--- config.mk ---
export PLATFORM = sky130hd
export DESIGN_NAME = acs_spi_slave
export DESIGN_NICKNAME = d
export VERILOG_FILES = /design/src/hdl/acs_pkg.sv /design/src/hdl/acs_sync2.sv /design/src/hdl/acs_check_step.sv /design/src/hdl/acs_spi_slave.sv
export VERILOG_INCLUDE_DIRS = /design/src /design/src/hdl
export SDC_FILE = /design/constraint.sdc
export NUM_CORES = 1
export LEC_CHECK = 0
export ABC_CLOCK_PERIOD_IN_PS = 8500
export BUFFER_PORTS_ARGS = -buffer_cell sky130_fd_sc_hd__buf_2
export CAP_MARGIN = 0
export CORE_MARGIN = 2
export CORE_UTILIZATION = 40
export CTS_BUF_LIST = sky130_fd_sc_hd__clkbuf_4
export DETAILED_ROUTE_END_ITERATION = 7
export GPL_TIMING_DRIVEN = 0
export REMOVE_ABC_BUFFERS = 1
export SYNTH_ARGS = -nofsm -noshare
export SYNTH_HDL_FRONTEND = slang
export SYNTH_SLANG_ARGS = --single-unit
--- constraint.sdc ---
create_clock -name ref_clk -period 8.5 [get_ports ref_clk]
set_clock_uncertainty 0.15 [all_clocks]
set_input_delay 0.425 -clock ref_clk [delete_from_list [all_inputs] [get_ports ref_clk]]
set_output_delay 0.425 -clock ref_clk [all_outputs]
set_load 0.03 [all_outputs]
--- src/hdl/acs_cfg.svh ---
// constants of the converter serial port: check codes, status layout
// assumes: included by bare name from the design files, not from the package
`ifndef ACS_CFG_SVH
`define ACS_CFG_SVH

// check_scheme_select codes (option_reg_zero, register address 0x7)
`define ACS_OPTION_REG_ZERO_ADDR 4'h7
`define ACS_CHK_OFF 2'h0
`define ACS_CHK_CRC 2'h1
`define ACS_CHK_SUM 2'h2

// check arithmetic
`define ACS_CRC_INIT 8'hFF
`define ACS_CRC_POLY 8'h07
`define ACS_SUM_INIT 8'h00

// status byte: bits [7:5] read as zero
`define ACS_ST_PAD 3'h0

// byte indices of the data phase
`define ACS_IDX_TWO 2'h1
`define ACS_IDX_THREE 2'h2

// synchroniser reset values, order {select_n, sclk, serial_in}
`define ACS_SYNC_RST 3'h4

`endif

--- src/hdl/acs_pkg.sv ---
// types of the converter serial port
// assumes: nothing beyond the tool's package support
`default_nettype none

package acs_pkg;
  typedef enum logic [1:0] {
    ACS_CMD,
    ACS_DATA,
    ACS_CHECK
  } acs_state_t;
endpackage

`default_nettype wire

--- src/hdl/acs_sync2.sv ---
// two-flop synchroniser for the three link pins
// assumes: inputs are asynchronous to ref_clk
`default_nettype none
`include "acs_cfg.svh"

module acs_sync2 (
  // clock and reset
  input wire logic ref_clk,
  input wire logic reset,
  // pins and their synchronised copies
  input wire logic [2:0] pinIn,
  output logic [2:0] pinSync
);

  localparam logic [2:0] RST_VAL = `ACS_SYNC_RST;

  genvar i;
  generate
    for (i = 0; i < 3; i++) begin : gBit
      logic stage1_reg;
      logic stage2_reg;
      // first stage feeds only the second
      always_ff @(posedge ref_clk or posedge reset) begin
        if (reset) begin
          stage1_reg <= RST_VAL[i];
          stage2_reg <= RST_VAL[i];
        end else begin
          stage1_reg <= pinIn[i];
          stage2_reg <= stage1_reg;
        end
      end
      assign pinSync[i] = stage2_reg;
    end
  endgenerate

endmodule

`default_nettype wire

--- src/hdl/acs_check_step.sv ---
// one byte step of the selected check: CRC8 or 8-bit sum
// assumes: purely combinational, used once per received or sent byte
`default_nettype none
`include "acs_cfg.svh"

module acs_check_step (
  // running check value and byte
  input wire logic [1:0] scheme,
  input wire logic [7:0] checkIn,
  input wire logic [7:0] dataIn,
  // updated check value
  output logic [7:0] checkOut
);

  logic [7:0] crcWork;

  // xor byte in, then eight shifts
  always_comb begin
    crcWork = checkIn ^ dataIn;
    for (int k = 0; k < 8; k++) begin
      if (crcWork[7]) begin
        crcWork = {crcWork[6:0], 1'b0} ^ `ACS_CRC_POLY;
      end else begin
        crcWork = {crcWork[6:0], 1'b0};
      end
    end
  end

  assign checkOut = (scheme == `ACS_CHK_SUM) ? checkIn + dataIn : crcWork;

endmodule

`default_nettype wire

--- src/hdl/acs_spi_slave.sv ---
// serial slave port of the converter: command, data and check bytes
// assumes: sclk idles low between bytes; register file sits outside and
// answers regRdData combinationally from regAddr
`default_nettype none
`include "acs_cfg.svh"

// How it works
// - deselected: ignore clock, release output pin
// - select tied low still works
// - first byte after select is command
// - sample falling, shift rising, MSB first
// - data phase is two or three bytes
// - after transfer, wait for next command
// - idle pin shows conversion busy flag
// - status byte mirrors fault, tally, busy, range
// - checking only when scheme selects it
// - one check byte after data when checking
// - read check covers command and data
// - bad write check: discard, set fault
// - CRC8 polynomial 0x07, start 0xFF
// - per byte xor then eight shifts
// - check stream starts with command byte
module acs_spi_slave (
  // clock and reset
  input wire logic ref_clk,
  input wire logic reset,
  // link pins
  input wire logic select_n,
  input wire logic sclk,
  input wire logic serial_in,
  output logic serial_out_busy_pin,
  output logic serial_out_busy_pin_en,
  // configuration and status
  input wire logic [1:0] check_scheme_select,
  input wire logic conversion_busy_flag,
  input wire logic [1:0] ready_tally_field,
  input wire logic range_exceeded_flag,
  input wire logic commFaultClear,
  output logic comm_fault_flag,
  // register file
  input wire logic [15:0] wideMap,
  input wire logic [23:0] regRdData,
  output logic [3:0] regAddr,
  output logic regRdStrobe,
  output logic regWrStrobe,
  output logic [23:0] regWrData
);

  // ----------------------------------------
  // pin synchronisers and edges
  // ----------------------------------------
  logic [2:0] pinSync;
  logic selHigh, sclkS, sinS;
  logic sclkPrev_reg;
  logic rise, fall;

  acs_sync2 uSync (
    .ref_clk(ref_clk),
    .reset(reset),
    .pinIn({select_n, sclk, serial_in}),
    .pinSync(pinSync)
  );

  assign selHigh = pinSync[2];
  assign sclkS = pinSync[1];
  assign sinS = pinSync[0];

  always_ff @(posedge ref_clk or posedge reset) begin
    if (reset) begin
      sclkPrev_reg <= 1'b0;
    end else begin
      sclkPrev_reg <= sclkS;
    end
  end

  assign rise = sclkS & ~sclkPrev_reg & ~selHigh;
  assign fall = ~sclkS & sclkPrev_reg & ~selHigh;

  // ----------------------------------------
  // transfer state
  // ----------------------------------------
  acs_pkg::acs_state_t state_reg, state_next;
  logic [2:0] rxCount_reg;
  logic [6:0] rxShift_reg;
  logic [1:0] byteIdx_reg, lastIdx_reg;
  logic rw_reg, checkOn_reg, outActive_reg;
  logic [1:0] scheme_reg;
  logic [7:0] check_reg, txByte_reg;
  logic [6:0] txShift_reg;
  logic [23:0] rdData_reg, wrBuf_reg;
  logic faultSet, commitNow;

  wire [7:0] byteIn = {rxShift_reg, sinS};
  wire byteDone = fall && (rxCount_reg == 3'h7);
  wire inCmd = (state_reg == acs_pkg::ACS_CMD);
  wire inData = (state_reg == acs_pkg::ACS_DATA);
  wire inCheck = (state_reg == acs_pkg::ACS_CHECK);
  wire lastData = (byteIdx_reg == lastIdx_reg);
  wire cmdDone = byteDone && inCmd;
  wire dataDone = byteDone && inData;
  wire checkDone = byteDone && inCheck;
  // transfer ends after last data or check byte
  wire xferEnd = (dataDone && lastData && !checkOn_reg) || checkDone;

  // address in [7:4], direction in [3]
  wire [3:0] cmdAddr = byteIn[7:4];
  wire cmdRead = byteIn[3];

  // command byte opens the check stream
  wire [1:0] stepScheme = inCmd ? check_scheme_select : scheme_reg;
  wire [7:0] stepInit = (check_scheme_select == `ACS_CHK_SUM) ?
    `ACS_SUM_INIT : `ACS_CRC_INIT;
  wire [7:0] stepIn = inCmd ? stepInit : check_reg;
  // read check runs over the bytes sent
  wire [7:0] stepData = (inData && rw_reg) ? txByte_reg : byteIn;
  logic [7:0] stepOut;

  acs_check_step uStep (
    .scheme(stepScheme),
    .checkIn(stepIn),
    .dataIn(stepData),
    .checkOut(stepOut)
  );

  wire [7:0] statusByte = {`ACS_ST_PAD, comm_fault_flag,
    ready_tally_field, conversion_busy_flag, range_exceeded_flag};

  // status during command, then read data or check on reads, zeros on writes
  wire [7:0] loadByte = inCmd ? statusByte :
    !rw_reg ? 8'h00 :
    inData ? rdData_reg[23:16] : check_reg;

  // write commits after the last data byte when not checking, else only on a matching check
  assign commitNow = !rw_reg &&
    ((dataDone && lastData && !checkOn_reg) ||
     (checkDone && byteIn == check_reg));
  assign faultSet = !rw_reg && checkDone && (byteIn != check_reg);
  wire [23:0] wrNext = {wrBuf_reg[15:0], byteIn};

  always_comb begin
    state_next = state_reg;
    if (cmdDone) begin
      state_next = acs_pkg::ACS_DATA;
    end else if (dataDone && lastData) begin
      state_next = checkOn_reg ? acs_pkg::ACS_CHECK : acs_pkg::ACS_CMD;
    end else if (checkDone) begin
      state_next = acs_pkg::ACS_CMD;
    end
  end

  always_ff @(posedge ref_clk or posedge reset) begin
    if (reset) begin
      state_reg <= acs_pkg::ACS_CMD;
      rxCount_reg <= 3'h0;
      rxShift_reg <= 7'h00;
    end else if (selHigh) begin
      state_reg <= acs_pkg::ACS_CMD;
      rxCount_reg <= 3'h0;
    end else if (fall) begin
      // sample on falling edge, MSB first
      state_reg <= state_next;
      rxCount_reg <= rxCount_reg + 3'h1;
      rxShift_reg <= byteIn[6:0];
    end
  end

  always_ff @(posedge ref_clk or posedge reset) begin
    if (reset) begin
      rw_reg <= 1'b0;
      checkOn_reg <= 1'b0;
      scheme_reg <= `ACS_CHK_OFF;
      lastIdx_reg <= `ACS_IDX_TWO;
      byteIdx_reg <= 2'h0;
      check_reg <= `ACS_CRC_INIT;
      wrBuf_reg <= 24'h000000;
    end else if (cmdDone) begin
      rw_reg <= cmdRead;
      checkOn_reg <= (check_scheme_select == `ACS_CHK_CRC) ||
        (check_scheme_select == `ACS_CHK_SUM);
      scheme_reg <= check_scheme_select;
      lastIdx_reg <= wideMap[cmdAddr] ? `ACS_IDX_THREE : `ACS_IDX_TWO;
      byteIdx_reg <= 2'h0;
      check_reg <= stepOut;
      wrBuf_reg <= 24'h000000;
    end else if (dataDone) begin
      byteIdx_reg <= byteIdx_reg + 2'h1;
      check_reg <= stepOut;
      wrBuf_reg <= wrNext;
    end
  end

  // ----------------------------------------
  // output shifter and pin drive
  // ----------------------------------------
  always_ff @(posedge ref_clk or posedge reset) begin
    if (reset) begin
      serial_out_busy_pin <= 1'b0;
      serial_out_busy_pin_en <= 1'b0;
      outActive_reg <= 1'b0;
      txShift_reg <= 7'h00;
      txByte_reg <= 8'h00;
    end else if (selHigh) begin
      serial_out_busy_pin_en <= 1'b0;
      outActive_reg <= 1'b0;
    end else begin
      serial_out_busy_pin_en <= 1'b1;
      if (rise && rxCount_reg == 3'h0) begin
        // update on rising edge, MSB first
        serial_out_busy_pin <= loadByte[7];
        txShift_reg <= loadByte[6:0];
        txByte_reg <= loadByte;
        outActive_reg <= 1'b1;
      end else if (rise) begin
        serial_out_busy_pin <= txShift_reg[6];
        txShift_reg <= {txShift_reg[5:0], 1'b0};
      end else if (xferEnd) begin
        outActive_reg <= 1'b0;
      end else if (!outActive_reg) begin
        serial_out_busy_pin <= conversion_busy_flag;
      end
    end
  end

  // ----------------------------------------
  // register file strobes and fault flag
  // ----------------------------------------
  always_ff @(posedge ref_clk or posedge reset) begin
    if (reset) begin
      regAddr <= 4'h0;
      regRdStrobe <= 1'b0;
      regWrStrobe <= 1'b0;
      regWrData <= 24'h000000;
      rdData_reg <= 24'h000000;
      comm_fault_flag <= 1'b0;
    end else begin
      regRdStrobe <= cmdDone && cmdRead;
      regWrStrobe <= commitNow;
      if (cmdDone) begin
        regAddr <= cmdAddr;
      end
      if (commitNow) begin
        regWrData <= inCheck ? wrBuf_reg : wrNext;
      end
      // read data left aligned, taken while the strobe stands
      if (regRdStrobe) begin
        rdData_reg <= (lastIdx_reg == `ACS_IDX_THREE) ? regRdData :
          {regRdData[15:0], 8'h00};
      end else if (rise && rxCount_reg == 3'h0 && inData) begin
        rdData_reg <= {rdData_reg[15:0], 8'h00};
      end
      if (faultSet) begin
        comm_fault_flag <= 1'b1;
      end else if (commFaultClear) begin
        comm_fault_flag <= 1'b0;
      end
    end
  end

  // ----------------------------------------
  // checks
  // ----------------------------------------
  pin_release_a: assert property (
    @(posedge ref_clk) disable iff (reset)
    selHigh |=> !serial_out_busy_pin_en)
    else $error("pin driven while deselected");

  cmd_after_select_a: assert property (
    @(posedge ref_clk) disable iff (reset)
    $fell(selHigh) |-> inCmd && rxCount_reg == 3'h0)
    else $error("select did not restart at command byte");

  fall_sample_a: assert property (
    @(posedge ref_clk) disable iff (reset)
    fall |=> rxCount_reg == $past(rxCount_reg) + 3'h1)
    else $error("falling edge not counted");

  byte_count_a: assert property (
    @(posedge ref_clk) disable iff (reset)
    inData |-> byteIdx_reg <= lastIdx_reg)
    else $error("data phase ran past its byte count");

  idle_busy_a: assert property (
    @(posedge ref_clk) disable iff (reset)
    !selHigh && !outActive_reg && !rise && !xferEnd |=>
      serial_out_busy_pin == $past(conversion_busy_flag))
    else $error("idle pin does not show busy flag");

  status_msb_a: assert property (
    @(posedge ref_clk) disable iff (reset)
    rise && inCmd && rxCount_reg == 3'h0 |=> !serial_out_busy_pin
      ##0 txByte_reg == $past(statusByte))
    else $error("status byte not shifted during command");

  check_only_on_a: assert property (
    @(posedge ref_clk) disable iff (reset)
    inCheck |-> checkOn_reg)
    else $error("check byte without checking enabled");

  fault_set_a: assert property (
    @(posedge ref_clk) disable iff (reset)
    faultSet |=> comm_fault_flag && !regWrStrobe)
    else $error("bad check did not flag or discard");

  no_abort_write_a: assert property (
    @(posedge ref_clk) disable iff (reset)
    selHigh |=> !regWrStrobe ##1 !regWrStrobe)
    else $error("write committed after deselect");

  read_fetch_a: assert property (
    @(posedge ref_clk) disable iff (reset)
    cmdDone && cmdRead |=> regRdStrobe && regAddr == $past(cmdAddr))
    else $error("read command did not fetch register");

endmodule

`default_nettype wire

## Word level (Yosys, flattened, before mapping)

Cells that the tools add are included.

- Register bits: 132
- Bits of input ports: 52
- Output and inout port bits: 33
- Logic and storage cells: 145

- Add/subtract/negate cells: 3
- Order comparisons: 1
- Equal/unequal tests: 13
- Multiplexer cells: 50
- Bitwise logic cells: 16
- Reduce and logical (&&, ||, !) cells: 34

Operator list:

| operator | count |
|---|---|
| 24-bit two-way mux | 6 |
| 8-bit two-way mux | 9 |
| 3-bit two-way mux | 10 |
| 3-bit NOT | 8 |
| 2-bit two-way mux | 10 |
| 1-bit logical AND | 14 |
| 7-bit two-way mux | 2 |
| 1-bit two-way mux | 12 |
| 2-bit AND reduction | 5 |
| 2-bit nonzero test | 5 |
| 8-bit adder | 1 |
| 2-bit == test, second input constant | 4 |
| 8-bit == test | 1 |
| 8-bit != test | 1 |
| 8-bit bitwise XOR | 1 |
| 3-bit by 2-bit != test with 1-bit output, second input constant | 2 |
| 4-bit by 5-bit < comparator with 1-bit output, second input constant | 1 |
| 1-bit AND | 4 |
| 1-bit binary-select mux with 4-bit select | 1 |
| 2-bit by 1-bit == test with 1-bit output, second input constant | 2 |
| 4-bit nonzero test | 1 |
| 3-bit by 1-bit adder with 3-bit output, second input constant | 1 |
| 3-bit == test, second input constant | 1 |
| 3-bit zero test | 1 |
| other kinds (9) | 14 |

## Depth between registers and ports, before layout

- Depth after elaboration: 23
- Depth in mapped cells: 13

## By module

Synthesis repeated with hierarchy kept, for this count alone.

- Cell total of the unflattened synthesis: 628
- Area total of the unflattened synthesis: 6777.8 um^2

Modules (own cells, without submodules):

| module | instances | cells an instance | area an instance (um^2) |
|---|---|---|---|
| acs_spi_slave | 1 | 553 | 6080.8 |
| acs_check_step | 1 | 65 | 518.0 |
| acs_sync2 | 1 | 10 | 178.9 |

## Worst setup path after synthesis

Ideal clock, no wire load.

- Path kind: reg2reg
- From: reg state_reg[1]
- To: reg check_reg[7]
- Arrival time: 2.687 ns
- Data required time: 8.264 ns
- Path slack: 5.577 ns
- Stages on the path, launching flop included: 12
- Path buffers: 2
- Clock period less this slack: 2.923 ns
- Cells stage by stage: dfrtp_1 buf_6 or2_2 clkbuf_1 nor2_1 a21o_1 ha_1 a21o_1 a21o_1 o2111a_1 o31a_1 o31ai_2

- Longest elaborated chain between the ends: 12
- Elaborated cells between the ends (all ways): 20

RTL lines:

| element | line | RTL |
|---|---|---|
| start: declaration | acs_spi_slave.sv:82 | `acs_pkg::acs_state_t state_reg, state_next;` |
| start signal: assignment | acs_spi_slave.sv:153 | `state_reg <= acs_pkg::ACS_CMD;` |
| start signal: assignment | acs_spi_slave.sv:157 | `state_reg <= acs_pkg::ACS_CMD;` |
| start signal: assignment | acs_spi_slave.sv:161 | `state_reg <= state_next;` |
| branches (longest 12 deep; another with 8-bit adder) | n/a |  |
| end signal: assignment | acs_spi_slave.sv:174 | `` check_reg <= `ACS_CRC_INIT; `` |
| end signal: assignment | acs_spi_slave.sv:183 | `check_reg <= stepOut;` |
| end signal: assignment | acs_spi_slave.sv:187 | `check_reg <= stepOut;` |
| end: declaration | acs_spi_slave.sv:88 | `logic [7:0] check_reg, txByte_reg;` |

Parallel ways; which one is timed is not known. The select of a mux whose other input is x is not followed.
A chain may end at the register's enable or synchronous reset.

## Final worst setup path

Ends and elaborated chain as after synthesis.

==> impl_summary.txt <==
----------------------------------------------------
[Critical path]
  Flop2flop setup slack ... 5100 ps
  Signal arrival time at the worst endpoint ... 3710 ps
  Maximum fanout along the worst path ... 19
  FF-to-FF End ... check_reg[7]
  Type of the setup path with the least slack ... reg -> reg
  Startpoint of the worst setup timing path ... state_reg[1]
  Worst setup path endpoint ... check_reg[7]
  Startpoint of the most critical register-to-register path ... state_reg[1]
  Endpoint type of the worst setup path ... flop
  Launching element type of the critical path ... flop
  Worst Reg2Reg Path Length in Cells ... 8
  WP data required ... 8820 ps

[GRT]
  Congestion Overflow GR ... 0
  First-pass GRT wire length ... 25,000 µm
  Largest net degree at the start of global routing ... 101
  Initial antenna violation count ... 0
  Global Route Usage Sum ... 17.6%
  Vias in the first global route ... 4,897

[Layout]
  Number of non-filler instances in the completed layout ... 928
  Diode count ... 0
  Post-layout net count ... 761
  Ratio of cells with drive above 1 in the final layout ... 30.6%
  Utilization after layout ... 47.0%
  Area growth from synthesis to layout ... 14.4%

[Clock tree]
  Worst-path clk slew ... 110 ps
  TritonCTS clock tree ... yes
  Latest clock arrival within the worst-skew pair ... ~560 ps
  Post-CTS Repair Setup Buffers ... 0
  Buffer levels on the longest clock path ... 2
  Post-CTS sizing ... 0
  Clk Tree Root Cell ... sky130_fd_sc_hd__clkbuf_4
  Clock sink count ... 132
  # H-tree levels ... 4
  Inserted Clock Buffers ... 17

[Pwr]
  P_leak ... 0.00385 µW
  Maximum resistive drop on vdd ... 0.0000792 V
  Cell area power density ... 182 mW/mm²
  Final total power ... roughly 1400 µW

[Floorplan]
  Full die area ... 0.0181 mm²
  Die height ... 135 µm
  Count of standard-cell rows ... 47
  IO Pins ... 85
  Initial Utilization ... 41.0%
  Placeable Area ... 0.0166 mm²
  Overall die width ... ~130 µm

[STA]
  Worst hold slack ... around 57 ps
  Transition at the pin with the smallest max-transition slack ... 1100 ps
  Slew Viols, Final ... 0
  Final critical-path share of the clock period ... 39.9%
  TNS Setup ... 0 ps
  Final-report hold violation count ... 0
  Unrepaired setup endpoints after global routing ... no
  Worst-case headroom to the max-slew limit ... 26.6%
  Min cycle time layout ... about 3400 ps
  Highest clock frequency the design can meet ... 0.295 GHz
  Setup-failing EPs final ... 0

[Route]
  Routed metal-1 wire length ... 7160 µm
  Antenna-violating nets left ... 0
  Per-cell routed wire length ... 16.2 µm
  Routed vias ... 4,869
  Detail-routed via count per cell ... about 5.2
  First DRT Iteration DRCs ... roughly 270
  Total length of routed met3 wires ... 750 µm
  Total wire length ... approximately 15,000 µm
  First-pass iteration count of the detailed router ... 4
  Met2 wire length ... 6920 µm
  Number of remaining DRC errors ... 0
  Highest routed layer ... met4

[Synth]
  Count of different cell masters after synthesis ... between 60 and 70
  Post-Syn Instances ... 612
  Most frequently used flop master after synthesis ... sky130_fd_sc_hd__dfrtp_1
  Cell type with the highest aggregate area in the netlist ... sky130_fd_sc_hd__dfrtp_1
  Warnings, synthesis ... 0
  EDFF count, synth ... 0
  FFs w/ async S/R, synth ... 100%
  Average cell area after synthesis ... 11.2 µm²
  Register bit total from synthesis ... around 130
  Fraction of synthesized cell area taken by the top area cell type ... 44.3%
  Sequential share of the synthesized area ... 48.6%
  Post-synth design cell area ... 0.00683 mm²
  Area contributors post-synth ... sky130_fd_sc_hd__dfrtp_1, sky130_fd_sc_hd__mux2_2, sky130_fd_sc_hd__nand2_1

[Placement]
  Placed wire-length estimate after detailed placement ... 10,400 µm
  Port buffer count ... 84
  Total instance count after detailed placement ... 881
  Last weighted congestion value of the routability-driven placer ... 0.892

[Run status]
  Status ... completed

[Flow run]
  Max-cap violations ... 0

[Min path]
  Worst min-delay path category ... in -> reg

----------------------------------------------------
synth_stat cells, drive strengths merged, types with 6 or more instances:
cell type,n
dfrtp,121
nand2,83
mux2,64
o21ai,60
a22o,31
clkbuf,24
mux2i,22
nor2,22
a21o,16
buf,16
inv,15
ha,13
xnor2,12
dfstp,11
xor2,11
nand3,10
nor2b,9
a21oi,7
a22oi,7
a31oi,6
worst min-delay path by stage:
stage	endpoint	cells after the start	from	slack (ps)
after global placement	uSync.gBit[1].stage2_reg	0	uSync.gBit[1].stage1_reg	190
final	serial_out_busy_pin	3	conversion_busy_flag	60
after global routing	serial_out_busy_pin	3	conversion_busy_flag	50
after floorplan	uSync.gBit[0].stage2_reg	0	uSync.gBit[0].stage1_reg	180
after CTS	serial_out_busy_pin	3	conversion_busy_flag	20
after detailed placement	uSync.gBit[1].stage2_reg	0	uSync.gBit[1].stage1_reg	190
layout by cell type, fill, tap and decap left out, types with 13 or more instances in the layout:
cell                            netlist  layout
sky130_fd_sc_hd__a21o_1              16      16
sky130_fd_sc_hd__a22o_1              31      31
sky130_fd_sc_hd__buf_2                5      84
sky130_fd_sc_hd__clkbuf_4             0      21
sky130_fd_sc_hd__dfrtp_1            121     120
sky130_fd_sc_hd__dlygate4sd3_1        0      15
sky130_fd_sc_hd__ha_1                13      13
sky130_fd_sc_hd__inv_1               15      14
sky130_fd_sc_hd__mux2_2              45      45
sky130_fd_sc_hd__mux2_4              19      19
sky130_fd_sc_hd__mux2i_1             22      22
sky130_fd_sc_hd__nand2_1             83      83
sky130_fd_sc_hd__nor2_1              22      22
sky130_fd_sc_hd__o21ai_0             59      59
where the power goes:
| group | switching (µW) | leakage [µW] | internal [µW] | total [µW] |
|---|---|---|---|---|
| sequential | 51.7 | 0.00162 | 655 | 706 |
| clock | 231 | 0.000140 | 154 | 385 |
| combinational | 149 | 0.00209 | 182 | 331 |
| total | 432 | 0.00385 | 991 | 1420 |
what timing repair did:
item | 4_1_cts | 5_1_grt
hold buffers | 15 | 0
endpoints found under the setup margin | 0 | 0
hold endpoints to repair | 46 | 0
critical path: stages (launching register included):
cell and delay, ps:
sky130_fd_sc_hd__dfrtp_1 760, sky130_fd_sc_hd__nand3b_1 410, sky130_fd_sc_hd__mux2_2 390, sky130_fd_sc_hd__ha_1 380
sky130_fd_sc_hd__a21o_1 230, sky130_fd_sc_hd__a21o_1 210, sky130_fd_sc_hd__o2111a_1 260, sky130_fd_sc_hd__o31a_1 300
sky130_fd_sc_hd__o31ai_2 210
logic make-up (layout without fill, tap and decap cells):
logic type / count (synthesis) / after routing / synth area share (%)
compound gates: 144 / 144 / 14.3
mux: 91 / 91 / 16.5
fa+ha+maj: 14 / 14 / 2.67
simple gates: 151 / 151 / 10.5
flops: 132 / 132 / 48.6
xor+xnor: 25 / 25 / 3.63
buf+inv: 55 / 151 / 3.90
cell type report:
cell class | instances | area (µm²)
Clock buffer | 21 | 158
Clock inverter | 11 | 87.6
Fill cell | 1580 | 8830
Inverter | 15 | 61.3
Multi-Input combinational cell | 425 | 3260
Sequential cell | 132 | 3320
Tap cell | 220 | 275
Timing Repair Buffer | 104 | 658
through the flow:
stage          cell area (µm²)  setup slack [ps]
4_1_cts                   7810              5120
6_report                  7820              5100
5_1_grt                   7820              4870
3_3_place_gp              7320              2860
2_1_floorplan             6620              4420
3_5_place_dp              7420              5160
layer usage:
metal  up-vias  track usage, %
met5         -               0
met4         0            5.61
met3        19            4.54
met2       128            28.0
met1      2372            23.7
li1       2350               -
(Power assumes the default switching activity.)
